**config.mk**
```make
export PLATFORM = sky130hd
export DESIGN_NAME = dio_port_config
export DESIGN_NICKNAME = d
export VERILOG_FILES = /design/src/include/dio_pkg.sv /design/src/rtl/dio_port_config.sv
export VERILOG_INCLUDE_DIRS = /design/src /design/src/include
export SDC_FILE = /design/constraint.sdc
export NUM_CORES = 1
export LEC_CHECK = 0
export BUFFER_PORTS_ARGS = -buffer_cell sky130_fd_sc_hd__buf_2
export CAP_MARGIN = 20
export CORE_MARGIN = 8
export CORE_UTILIZATION = 50
export CTS_CLUSTER_SIZE = 25
export DETAILED_ROUTE_END_ITERATION = 8
export PLACE_DENSITY = 0.75
export SYNTH_ARGS = -nofsm -noshare
export SYNTH_HDL_FRONTEND = slang
export SYNTH_SLANG_ARGS = --single-unit
```
**constraint.sdc**
```tcl
create_clock -name CLK -period 6.5 [get_ports CLK]
set_input_delay 0.65 -clock CLK [delete_from_list [all_inputs] [get_ports CLK]]
set_output_delay 0.65 -clock CLK [all_outputs]
set_load 0.005 [all_outputs]
```
**src/include/dio_map.svh**
```systemverilog
// Notes on behaviour
// - direction bit set means output, clear input
// - direction mask resets to zero, all inputs
// - per-port drive style, push-pull after reset
// - port selector resets zero, must be zero; a 1 is still stored, and direction and style are then left unchanged
// - shared level select, five choices, default highest
// - switch for two-wire bus pull-ups
// - global time limit in ms, reset 30000
// - port read returns pin or driven level
// - port write touches only output lines
// - line write drives selected output high/low
`ifndef DIO_MAP_SVH
`define DIO_MAP_SVH
`define DIO_DIR_RESET      8'h00
`define DIO_OUT_RESET      8'h00
`define DIO_PORT_RESET     1'b0
`define DIO_PULLUP_RESET   1'b0
`define DIO_LIMIT_RESET    32'h0000_7530
`define DIO_MS_CYCLES      32'h0003_0d40
`define DIO_RST_SYNC_RESET 2'h0
`define DIO_STYLE_RESET    1'b0
`define DIO_LEVEL_RESET    3'h0
`define DIO_LEVEL_MAX      3'h4
`define DIO_PIN_RESET      8'h00
`define DIO_OE_RESET       8'h00
`define DIO_READ_RESET     8'h00
`define DIO_CYCLES_RESET   32'h0000_0000
`endif

```
**src/include/dio_pkg.sv**
```systemverilog
package dio_pkg;
  typedef enum logic [0:0] {
    DIO_PUSH_PULL  = 1'b0,
    DIO_OPEN_DRAIN = 1'b1
  } dio_style_t;
  typedef enum logic [2:0] {
    DIO_LVL_3V3 = 3'b000,
    DIO_LVL_2V5 = 3'b001,
    DIO_LVL_1V8 = 3'b010,
    DIO_LVL_1V5 = 3'b011,
    DIO_LVL_1V2 = 3'b100
  } dio_level_t;
endpackage : dio_pkg

```
**src/rtl/dio_port_config.sv**
```systemverilog
`timescale 1ns/1ps
`include "dio_map.svh"
module dio_port_config (
  // clock and reset
  input  wire logic       CLK,
  input  wire logic       RESETN,
  // configuration writes
  input  wire logic       CFG_WE,
  input  wire logic       CFG_PORT,
  input  wire logic [7:0] CFG_DIR,
  input  wire logic       CFG_STYLE,
  input  wire logic [2:0] CFG_LEVEL,
  input  wire logic       CFG_PULLUP,
  input  wire logic       LIMIT_WE,
  input  wire logic [31:0] LIMIT_VAL,
  // data writes
  input  wire logic       PORT_WE,
  input  wire logic [7:0] PORT_VAL,
  input  wire logic       LINE_WE,
  input  wire logic [2:0] LINE_SEL,
  input  wire logic       LINE_VAL,
  // pins
  input  wire logic [7:0] PIN_I,
  output logic [7:0]      PIN_O,
  output logic [7:0]      PIN_OE,
  // status
  output logic [7:0]      PORT_READ,
  output logic [7:0]      LINE_DIRECTION_MASK,
  output logic            OUTPUT_DRIVE_STYLE,
  output logic            SELECTED_PORT_INDEX,
  output logic [2:0]      IO_LEVEL,
  output logic            PULLUP_EN,
  output logic [31:0]     OPERATION_TIME_LIMIT,
  output logic [31:0]     LIMIT_CYCLES
);
  // reset release
  logic [1:0]  rst_sync_r;
  logic [1:0]  rst_sync_nxt;
  logic        rst_n;
  // configuration
  logic [7:0]  dir_r;
  logic [7:0]  dir_nxt;
  logic        style_r;
  logic        style_nxt;
  logic        port_r;
  logic        port_nxt;
  logic [2:0]  lvl_r;
  logic [2:0]  lvl_nxt;
  logic        pull_r;
  logic        pull_nxt;
  // output latch
  logic [7:0]  out_r;
  logic [7:0]  out_nxt;
  // pin drive and readback
  logic [7:0]  pin_o_r;
  logic [7:0]  pin_o_nxt;
  logic [7:0]  oe_r;
  logic [7:0]  oe_nxt;
  logic [7:0]  rd_r;
  logic [7:0]  rd_nxt;
  // time limit
  logic [31:0] lim_r;
  logic [31:0] lim_nxt;
  logic [31:0] cyc_r;
  logic [31:0] cyc_nxt;
  logic [63:0] cyc_full;

  // the pin reset asserts at once but releases on a clock edge, two flops deep
  always_comb begin
    rst_sync_nxt = {rst_sync_r[0], 1'b1};
  end

  always_ff @(posedge CLK or negedge RESETN) begin
    if (!RESETN) rst_sync_r <= `DIO_RST_SYNC_RESET;
    else rst_sync_r <= rst_sync_nxt;
  end
  assign rst_n = rst_sync_r[1];

  always_comb begin
    dir_nxt   = dir_r;
    style_nxt = style_r;
    port_nxt  = port_r;
    lvl_nxt   = lvl_r;
    pull_nxt  = pull_r;
    if (CFG_WE) begin
      port_nxt = CFG_PORT;
      // only port 0 exists; direction and style writes aimed elsewhere are ignored, selector, level and pull-up still load
      if (CFG_PORT == 1'b0) begin
        dir_nxt   = CFG_DIR;
        style_nxt = CFG_STYLE;
      end
      // unknown level codes keep the old level so the pins never see an undefined supply
      if (CFG_LEVEL <= `DIO_LEVEL_MAX) lvl_nxt = CFG_LEVEL;
      pull_nxt = CFG_PULLUP;
    end
  end

  always_ff @(posedge CLK or negedge rst_n) begin
    if (!rst_n) begin
      dir_r   <= `DIO_DIR_RESET;
      style_r <= `DIO_STYLE_RESET;
      port_r  <= `DIO_PORT_RESET;
      lvl_r   <= `DIO_LEVEL_RESET;
      pull_r  <= `DIO_PULLUP_RESET;
    end else begin
      dir_r   <= dir_nxt;
      style_r <= style_nxt;
      port_r  <= port_nxt;
      lvl_r   <= lvl_nxt;
      pull_r  <= pull_nxt;
    end
  end

  // a line write in the same cycle lands on top of the port write
  always_comb begin
    out_nxt = out_r;
    if (PORT_WE) out_nxt = (out_r & ~dir_r) | (PORT_VAL & dir_r);
    if (LINE_WE && dir_r[LINE_SEL]) out_nxt[LINE_SEL] = LINE_VAL;
  end

  always_ff @(posedge CLK or negedge rst_n) begin
    if (!rst_n) out_r <= `DIO_OUT_RESET;
    else out_r <= out_nxt;
  end

  // pins and readback are registered, so they lag the latch by one cycle
  always_comb begin
    for (int i = 0; i < 8; i++) begin
      if (style_r == dio_pkg::DIO_OPEN_DRAIN) begin
        pin_o_nxt[i] = 1'b0;
        oe_nxt[i]    = dir_r[i] & ~out_r[i];
      end else begin
        pin_o_nxt[i] = out_r[i];
        oe_nxt[i]    = dir_r[i];
      end
    end
    rd_nxt = (dir_r & out_r) | (~dir_r & PIN_I);
  end

  always_ff @(posedge CLK or negedge rst_n) begin
    if (!rst_n) begin
      pin_o_r <= `DIO_PIN_RESET;
      oe_r    <= `DIO_OE_RESET;
      rd_r    <= `DIO_READ_RESET;
    end else begin
      pin_o_r <= pin_o_nxt;
      oe_r    <= oe_nxt;
      rd_r    <= rd_nxt;
    end
  end

  // the cycle count is reported only; it wraps for limits above about 21 s
  always_comb begin
    lim_nxt = lim_r;
    if (LIMIT_WE) lim_nxt = LIMIT_VAL;
    cyc_full = 64'(lim_r) * 64'(`DIO_MS_CYCLES);
    cyc_nxt  = cyc_full[31:0];
  end

  always_ff @(posedge CLK or negedge rst_n) begin
    if (!rst_n) begin
      lim_r <= `DIO_LIMIT_RESET;
      cyc_r <= `DIO_CYCLES_RESET;
    end else begin
      lim_r <= lim_nxt;
      cyc_r <= cyc_nxt;
    end
  end

  assign PIN_O                = pin_o_r;
  assign PIN_OE               = oe_r;
  assign PORT_READ            = rd_r;
  assign LINE_DIRECTION_MASK  = dir_r;
  assign OUTPUT_DRIVE_STYLE   = style_r;
  assign SELECTED_PORT_INDEX  = port_r;
  assign IO_LEVEL             = lvl_r;
  assign PULLUP_EN            = pull_r;
  assign OPERATION_TIME_LIMIT = lim_r;
  assign LIMIT_CYCLES         = cyc_r;
endmodule : dio_port_config

```
After elaboration in Yosys (flattened, before gate mapping)
Cells that the tools add are included.
{"block": "word_totals", "regBits": 106, "latchBits": 0, "ram_bits": 0, "romBits": 0, "in_bits": 72, "output_inout_bits": 102, "n_memories": 0}
{"block": "classes", "add_sub_neg": 0, "multipliers": 1, "div_mod_pow": 0, "n_lt_le_gt_ge": 3, "eq_ne": 0, "n_shift": 0, "n_mux": 23, "n_bitwise": 24, "n_reduce_logical": 4}
{"cell": "8-bit bitwise AND", "count": 4}
{"cell": "32-bit by 12-bit multiplier with 26-bit output, second input constant", "count": 1}
{"cell": "1-bit 2-to-1 mux", "count": 18}
{"cell": "8-bit 2-to-1 mux", "count": 2}
{"cell": "8-bit OR", "count": 2}
{"cell": "1-bit NOT", "count": 9}
{"cell": "1-bit bitwise AND", "count": 8}
{"cell": "8-bit bitwise mux", "count": 1}
{"cell": "8-bit NOT", "count": 1}
{"cell": "3-bit by 4-bit less-than comparator with 1-bit output, second input constant", "count": 1}
{"cell": "2-bit AND reduction", "count": 2}
{"cell": "1-bit binary-select mux with 3-bit select", "count": 1}
{"cell": "1-bit demux with 3-bit select", "count": 1}
{"cell": "3-bit by 1-bit >= comparator with 1-bit output, second input constant", "count": 1}
{"cell": "3-bit less-or-equal comparator, second input constant", "count": 1}
{"cell": "1-bit logical AND", "count": 2}

Depth between registers and ports, before layout
Gate-level depths: netlist (run 1).
{"block": "depth", "ltp_word": 6, "ltp_mapped": 16, "ltp_nobuf": 16}

Least setup slack after synthesis (run 1)
OpenSTA, ideal clock, no wires.
{"block": "synth_timing", "kind": "register to register", "start": "register lim_r[12], in the netlist OPERATION_TIME_LIMIT[12]", "end": "register cyc_r[31], in the netlist LIMIT_CYCLES[31]", "t_arrival_ns": 4.243, "t_required_ns": 6.373, "path_slack_ns": 2.130, "stages_incl_launch_ff": 17, "n_path_buf": 1, "cell_sequence": "dfstp_2 -> ha_1 -> ha_1 -> inv_1 -> fa_1 -> inv_1 -> fa_1 -> inv_1 -> fa_1 -> inv_1 -> ha_1 -> buf_2 -> a21oi_2 -> or4b_1 -> a31oi_1 -> o31ai_2 -> xnor2_1"}
{"block": "synth_between", "elab_chain_len": 1}
{"element": "from (decl)", "line_no": "dio_port_config.sv:62", "text": "logic [31:0] lim_r;"}
{"element": "from (signal assigned)", "line_no": "dio_port_config.sv:162", "text": "lim_r <= `DIO_LIMIT_RESET;"}
{"element": "from (signal assigned)", "line_no": "dio_port_config.sv:165", "text": "lim_r <= lim_nxt;"}
{"element": "32-bit by 12-bit multiplier with 26-bit output", "line_no": "dio_port_config.sv:156", "text": "cyc_full = 64'(lim_r) * 64'(`DIO_MS_CYCLES);"}
{"element": "named net cyc_full[31]", "line_no": "dio_port_config.sv:66", "text": "logic [63:0] cyc_full;"}
{"element": "to (signal assigned)", "line_no": "dio_port_config.sv:163", "text": "cyc_r <= `DIO_CYCLES_RESET;"}
{"element": "to (signal assigned)", "line_no": "dio_port_config.sv:166", "text": "cyc_r <= cyc_nxt;"}
{"element": "to (decl)", "line_no": "dio_port_config.sv:64", "text": "logic [31:0] cyc_r;"}
The timed path passes the listed nets, and every way through them passes these cells.
A chain may end at the register's enable or synchronous reset.

Worst setup path in the final report (run 1)
Ends and elaborated chain as after synthesis.

==> metrics.md, run 1 <==
| Metric | Value |
|---|---|
| Status | finished clean |
| Root Driver | clkbuf_16 |
| CTS Sinks | 106 |
| Synthesized instance count | 696 |
| Final hold violations | 0 |
| Post-Syn Area | 7780 sq um |
| Initial antenna violation count | 3 |
| Post-CTS Resized | 0 |
| Maxcap violations | 0 |
| GRT met1 Usage | 20.8% |
| Nets | 1095 |
| Slew HR | 35.1% |
| Remaining DRCs | 0 |
| Cell row count | 45 |
| Area leader, netlist | dfrtp_1 |
| GRT met3 Usage | 5.33% |
| Initial core utilization | 51.2% |
| Fmax | 218 MHz |
| Worst hold path type | input port to asynchronous set/reset pin |
| Leak | 4.77 nW |
| DR vias/cell | 5.06 |
| Setup_tns | 0 ns |
| Critical path class | flop to flop |
| EDFF count, synth | 0 |
| Fillers | 1297 |
| CP Capture Type | flop |
| PortBufs | 167 |
| Least-Margin Pin Slew | 0.972 ns |
| Ys async rst share | 100% |
| Vias in the first global route | 5811 |
| P&R area growth vs syn | 16.7% |
| Critical Path RT | 6.75 ns |
| CTS tree | yes |
| Grt total ovfl | 0 |
| Max Root-Sink Buffers | 2 |
| Routed vias | 5334 |
| Pre-antenna DRT Iters | 4 |
| Routed Antenna Nets | 0 |
| Period Utilization, post-route | 70.5% |
| Hold-fix buffers at CTS | 0 |
| Internal power | 0.00280 W |
| Busiest layer in global routing | met2 |
| H-tree levels | 3 |
| All-Layer GR Usage | 18.3% |
| Avg Cell Area, Syn | 11.2 sq um |
| Ys Warns | 0 |
| Critical path launch point type | flop |
| Register area | 2670 sq um |
| Comb pwr share | 69.9% |
| Critical Path Fanout Max | 7 |
| DRT iter0 DRCs | 158 |
| Clock power share | 11.2% |
| Max VDD drop | 344 uV |
| Pwr dens | 571 nW/um^2 |
| Commonest non-fill, non-tap cells in the layout | 167 x buf_2, 157 x inv_1, 104 x ha_1 |
| Multi-input logic area | 4440 sq um |
| Placer Congestion | 0.884 |
| Clock Skew | 0.00972 ns |
| Core area | 15200 sq um |
| Main synth FF type | dfrtp_1 |
| Register area share after synthesis | 34.2% |
| Synth unique cells | 52 |
| Largest net degree at the start of global routing | 56 |
| First-pass GRT wire length | 28800 um |
| CTS Buf Count | 9 |
| Share of cells above drive strength 1 | 29.8% |
| Die X | 141 um |
| Net Sw Frac | 46.0% |
| Final setup fails | 0 |
| Routed len/inst | 16.8 um |
| GR Util met2 | 32.3% |
| #FFs+latches synth | 106 |
| Final WL | 17700 um |
| Tmin final | 4.58 ns |
| CTS clk-pin slew, worst paths | 0.08 ns |
| Worst EP arrival | 4.84 ns |
| Seq pwr share | 18.8% |
| Share of the synthesized area in the top cell type | 31.8% |
| Die area | 19800 sq um |
| R2R Setup Slk | 1.92 ns |
| Post-CTS Setup Bufs | 0 |
| RSZ-0062 raised after global routing | no |
| Finished Layout Cells | 1054 |
| Clk Latency, worst-skew pair | 0.37 ns |
| Die height | 141 um |
| Most common cell after layout, fill and taps aside | buf_2 |
| Dpl hpwl | 14400 um |
| Fin. max-slew vios | 0 |
| Ports | 174 |
| Largest cells by area after synthesis | dfrtp_1 32%, ha_1 17%, fa_1 15% |
| Placed insts | 1037 |
| NetSw | 0.00239 W |
[synthesized netlist by cell type (3+ instances only)]
| cell type | count |
|---|---|
| xnor2_1 | 24 |
| and3_1 | 7 |
| nor2_1 | 14 |
| dfstp_2 | 7 |
| a211oi_1 | 3 |
| ha_1 | 104 |
| a31oi_1 | 10 |
| a21oi_2 | 3 |
| a21oi_1 | 16 |
| a221oi_1 | 6 |
| mux2_2 | 52 |
| mux2i_1 | 3 |
| nor3_1 | 3 |
| a21boi_0 | 8 |
| fa_1 | 59 |
| o21ai_0 | 11 |
| a21o_1 | 4 |
| a31o_2 | 3 |
| clkbuf_1 | 6 |
| xor2_1 | 14 |
| buf_1 | 3 |
| dfrtp_1 | 99 |
| nand2_1 | 22 |
| o211ai_1 | 3 |
| nor2b_1 | 11 |
| inv_1 | 157 |
| buf_4 | 10 |
[final timing paths]
| kind | depth (start not counted) | end | startpoint |
|---|---|---|---|
| min | 1 | rst_sync_r[1] | RESETN |
| max | 15 | LIMIT_CYCLES[31] | OPERATION_TIME_LIMIT[12] |
| max in group asynchronous | 1 | out_r[0] | rst_sync_r[1] |
| min in group CLK | 0 | rst_sync_r[1] | rst_sync_r[0] |
| max reg2reg | 15 | LIMIT_CYCLES[31] | OPERATION_TIME_LIMIT[12] |
| min reg2reg | 0 | PULLUP_EN | rst_sync_r[1] |
[power by group through the flow]
stage                     logic (W)  clock network [W]  registers, W
after CTS                   0.00367           0.000599      0.000980
after detailed placement    0.00364                  0      0.000991
after global placement      0.00356                  0      0.000984
after floorplan             0.00285                  0      0.000992
after global routing        0.00415           0.000619      0.000999
final                       0.00363           0.000583      0.000977
[layout make-up]
class                           instances  area share (%)
Antenna cell                            1          0.0276
Multi-Input combinational cell        418            48.9
Timing Repair Buffer                  168            9.29
Clock inverter                          7           0.909
Sequential cell                       106            29.4
Inverter                              157            6.49
Tap cell                              188            2.59
Clock buffer                            9            2.48
[logic make-up after synthesis]
kind of cell	count (synthesis)	share of synthesized area, %
xor gates and xnor gates	38	4.28
other	2	0.0965
and+or+nand+nor	70	4.58
AOI/OAI and AO/OA	83	7.67
adders and majority gates	163	31.9
DFF	106	34.2
buffers and inverters	177	9.04
muxes	57	8.25
[stage by stage]
| step | instance area (sq um) | utilization [%] | setup WS (ns) | hold slack, ns | power, W |
|---|---|---|---|---|---|
| 3_5_place_dp | 8770 | 57.7 | 1.96 | 0.340 | 0.00463 |
| 3_3_place_gp | 8770 | 57.7 | 2.02 | 0.336 | 0.00454 |
| 4_1_cts | 9080 | 59.7 | 1.89 | 0.0439 | 0.00525 |
| 2_1_floorplan | 7800 | - | 2.13 | 0.331 | 0.00384 |
| 5_1_grt | 9080 | 59.7 | 1.67 | 0.0470 | 0.00576 |
| 6_report | 9080 | 59.7 | 1.92 | 0.0511 | 0.00519 |
[flip-flops by register name, indices dropped and copies added (netlist names)]
register              flops
SELECTED_PORT_INDEX       1
PIN_O                     8
LINE_DIRECTION_MASK       8
rst_sync_r                2
OPERATION_TIME_LIMIT     32
PIN_OE                    8
OUTPUT_DRIVE_STYLE        1
out_r                     8
LIMIT_CYCLES             26
PORT_READ                 8
IO_LEVEL                  3
PULLUP_EN                 1
[metal layers]
| layer | routed length (um) | share of wire (%) | vias to the layer above |
|---|---|---|---|
| met5 | 23 | 0.13 | - |
| met4 | 310 | 1.8 | 4 |
| met3 | 1250 | 7.1 | 25 |
| met2 | 8800 | 50 | 134 |
| met1 | 7280 | 41 | 2594 |
| li1 | - | - | 2577 |
[critical path: stages, from the launching register on]
cell     delay (ns)
dfstp_2        0.58
ha_1           0.25
ha_1           0.28
inv_1          0.08
fa_1           0.55
inv_1          0.07
fa_1           0.53
inv_1          0.06
fa_1           0.53
inv_1          0.04
ha_1           0.39
a21oi_2        0.21
or4b_1         0.45
a31oi_1        0.22
o31ai_2        0.10
xnor2_1        0.13
Power figures use the tool's default switching activity.
==> run 2: changes to the inputs <==
--- a/config.mk
+++ b/config.mk
@@ -6,13 +6,14 @@
 export SDC_FILE = /design/constraint.sdc
 export NUM_CORES = 1
 export LEC_CHECK = 0
+export ABC_AREA = 1
 export BUFFER_PORTS_ARGS = -buffer_cell sky130_fd_sc_hd__buf_2
 export CAP_MARGIN = 20
 export CORE_MARGIN = 8
 export CORE_UTILIZATION = 50
 export CTS_CLUSTER_SIZE = 25
 export DETAILED_ROUTE_END_ITERATION = 8
-export PLACE_DENSITY = 0.75
+export PLACE_DENSITY = 0.77
 export SYNTH_ARGS = -nofsm -noshare
 export SYNTH_HDL_FRONTEND = slang
 export SYNTH_SLANG_ARGS = --single-unit
==> constraint.sdc (replaced) <==
create_clock -name CLK -period 4.1 [get_ports CLK]
set_input_delay 0.41 -clock CLK [delete_from_list [all_inputs] [get_ports CLK]]
set_output_delay 0.41 -clock CLK [all_outputs]
set_load 0.005 [all_outputs]
==> run 2 against run 1 <==
Routed wire length increased by 22%. Non-clock buffer count is 43 higher. Flip-flop and latch count stayed put. Sequential share of layout area fell by 3.9 points. Final area rose by 15%. Via count increased by 24%. Maximum frequency up 13%. Setup slack lost 1.9 ns. Critical path type unchanged.
==> metrics.md, run 2 <==
| Metric | Value |
|---|---|
| Placer Congestion | 0.965 (+9.2%) |
| Synth unique cells | 33 (-37%) |
| Post-Synth Simple-Gate Area | 14.1% (+9.5 points) |
| Die height | 144 um (+2.6%) |
| Avg Cell Area, Syn | 8.88 sq um (-21%) |
| Nets | 1373 (+25%) |
| Max FFs per register | 32 (unchanged) |
| CP Cell Sequence | buf_12 -> buf_4 -> buf_4 -> ha_1 -> inv_1 -> fa_1 -> inv_1 -> fa_1 -> inv_1 -> fa_1 -> inv_1 -> ha_4 -> buf_4 -> nand2_2 -> nor2_1 -> nor2_1 -> nor2_1 -> nor2_1 -> nand2_1 -> nand2_1 -> nand2_1 |
| Max Root-Sink Buffers | 2 (unchanged) |
| Final WL | 21600 um (+22%) |
| Synthesized instance count | 928 (+33%) |
| Share of cells above drive strength 1 | 31.8% (+2.0 points) |
| Largest net degree at the start of global routing | 72 (+29%) |
| Fin. max-slew vios | 0 (unchanged) |
| Worst EP arrival | 4.30 ns (-0.54 ns) |
| Dpl hpwl | 17000 um (+18%) |
| Remaining DRCs | 0 (unchanged) |
| Worst hold path type | input port to flop |
| Share of the synthesized area in the top cell type | 30.1% (-1.8 points) |
| DR vias/cell | 4.86 (-3.9%) |
| Die X | 144 um (+2.6%) |
| Final setup fails | 0 (unchanged) |
| Synth Area in Compound Gates | 5.53% (-2.1 points) |
| Routed vias | 6633 (+24%) |
| Maxcap violations | 0 (unchanged) |
| Crit-path max cell delay | 0.53 ns (-0.05 ns) |
| DRT iter0 DRCs | 344 (+120%) |
| Ports | 174 (unchanged) |
| Clock Skew | 0.0126 ns (+0.00284 ns) |
| Routed Antenna Nets | 0 (unchanged) |
| Area share of fa/ha/maj cells after synthesis | 30.1% (-1.8 points) |
| Largest cells by area after synthesis | dfrtp_1 30%, ha_1 16%, fa_1 14% |
| Status | finished clean |
| First-pass GRT wire length | 33700 um (+17%) |
| Ys Warns | 0 (unchanged) |
| All-Layer GR Usage | 20.8% (+2.5 points) |
| Slew HR | 35.0% (-0.086 points) |
| Final hold violations | 0 (unchanged) |
| H-tree levels | 3 (unchanged) |
| Pre-antenna DRT Iters | 5 (+1) |
| Post-Syn Area | 8240 sq um (+5.9%) |
| Main synth FF type | dfrtp_1 |
| Largest family of logic cells by synthesized area | adder cells |
| Cell row count | 47 (+4.4%) |
| #FFs+latches synth | 106 (unchanged) |
| Die area | 20800 sq um (+5.2%) |
| CTS Buf Count | 9 (unchanged) |
| Tmin final | 4.06 ns (-0.524 ns) |
| CP max stage cell | fa_1 |
| Register area share after synthesis | 32.3% (-1.9 points) |
| Ys async rst share | 100% (unchanged) |
| Period Utilization, post-route | 99.0% (+28 points) |
| Multi-input logic area | 5210 sq um (+18%) |
| Fmax | 246 MHz (+13%) |
| Critical path launch point type | flop |
| Vias in the first global route | 7017 (+21%) |
| CTS Sinks | 106 (unchanged) |
| Fillers | 1316 (+1.5%) |
| CTS clk-pin slew, worst paths | 0.08 ns (about the same) |
| Top-count cell post-synth | inv_1 |
| Root Driver | clkbuf_16 |
| Critical Path Fanout Max | 4 (-3) |
| CP Capture Type | flop |
| Initial antenna violation count | 1 (-2) |
| Commonest non-fill, non-tap cells in the layout | 216 x inv_1, 175 x nand2_1, 167 x buf_2 |
| Register area | 2670 sq um (+0.19%) |
| Post-synth top cells | 221 x inv_1, 186 x nand2_1, 104 x ha_1 |
| Area leader, netlist | dfrtp_1 |
| Post-Synth XOR/XNOR Area | 1.91% (-2.4 points) |
| Fin Hold WS | 0.257 ns (+0.206 ns) |
| Initial core utilization | 50.4% (-0.78 points) |
| Routed len/inst | 15.8 um (-5.4%) |
| Finished Layout Cells | 1364 (+29%) |
| Least-Margin Pin Slew | 0.975 ns (+0.00328 ns) |
| Critical path class | flop to flop |
| Grt total ovfl | 0 (unchanged) |
| Clk Latency, worst-skew pair | 0.36 ns (about the same) |
| Most common cell after layout, fill and taps aside | inv_1 |
| Worst hold start | PIN_I[7] |
| CTS tree | yes |
| Critical Path RT | 4.34 ns (-2.41 ns) |
| Mux share of post-synthesis cell area | 4.51% (-3.7 points) |
| Crit. Startpoint | OPERATION_TIME_LIMIT[13] |
| Reg-to-Reg Start | OPERATION_TIME_LIMIT[13] |
| P&R area growth vs syn | 27.2% |
| Core area | 16300 sq um (+7.5%) |
| EDFF count, synth | 0 (unchanged) |
| PortBufs | 167 (unchanged) |
| Placed insts | 1334 (+29%) |
==> run 2: metal layers <==
layer  part of all wire (%)  GRT usage (%)  routed length, um  vias to the layer above
li1                       -              -                  -                     3272
met1                     39           23.4               8450                     3107
met2                     50           36.4              10800                      211
met3                    8.5           7.36               1840                       41
met4                    2.2           6.02                470                        2
met5                  0.037              0                  8                        -
==> run 2: timing repair <==
item,in CTS,in global routing
endpoints found under the setup margin,8,12
gates cloned,0,0
setup buffers,1,11
hold endpoints to repair,2,0
pin swaps,0,32
hold buffers,1,0
resized for setup,10,86
==> run 2: final cells by class <==
cell class | count | area share (%)
multi-input combinational | 585 | 49.7
sequential | 106 | 25.5
timing repair buffer | 211 | 11.3
inverter | 225 | 8.08
tap | 220 | 2.63
clock buffer | 9 | 2.15
clock inverter | 7 | 0.645
antenna | 1 | 0.0239
==> run 2: cells by family (layout without fill, tap and decap cells) <==
logic type / count (synthesis) / after routing
and+or+nand+nor: 279 / 279
buffers and inverters: 242 / 452
adders and majority gates: 163 / 163
DFF: 106 / 106
AOI/OAI and AO/OA: 85 / 85
muxes: 33 / 33
xor gates and xnor gates: 18 / 18
other: 2 / 8
==> run 2: worst max-delay path, delay by kind of cell (launching register included) <==
kind                     cells  cell delay, ns
flip-flops                   1            0.39
adder cells (fa/ha/maj)      5            2.10
AND/OR/NAND/NOR              8            0.68
buffers and inverters        8            0.75
==> run 2: path summary, 6_finish.rpt <==
check / end / slack [ns] / cells after the start
min in group asynchronous: rst_sync_r[0] / 0.37 / 2
max in group asynchronous: OPERATION_TIME_LIMIT[8] / 2.60 / 1
hold / removal: PORT_READ[7] / 0.26 / 3
setup reg to reg: LIMIT_CYCLES[24] / 0.04 / 21
setup / recovery: LIMIT_CYCLES[24] / 0.04 / 21
hold reg to reg: rst_sync_r[1] / 0.35 / 0
==> run 2: through the flow <==
step | TNS [ns] | utilization (%) | setup slack (ns) | cell area [sq um]
global placement | -0.208 | 58.1 | -0.0763 | 9510
finish | 0 | 64.1 | 0.0417 | 10500
detailed placement | -0.310 | 58.1 | -0.0827 | 9510
global route | -0.326 | 64.1 | -0.102 | 10500
floorplan | 0 | - | 0.170 | 8260
CTS | -0.00346 | 60.5 | -0.00346 | 9890
Power of run 2 is left out: the tool's default activity adds up to more than one toggle a clock period on the data nets, which glitch-free logic cannot reach.
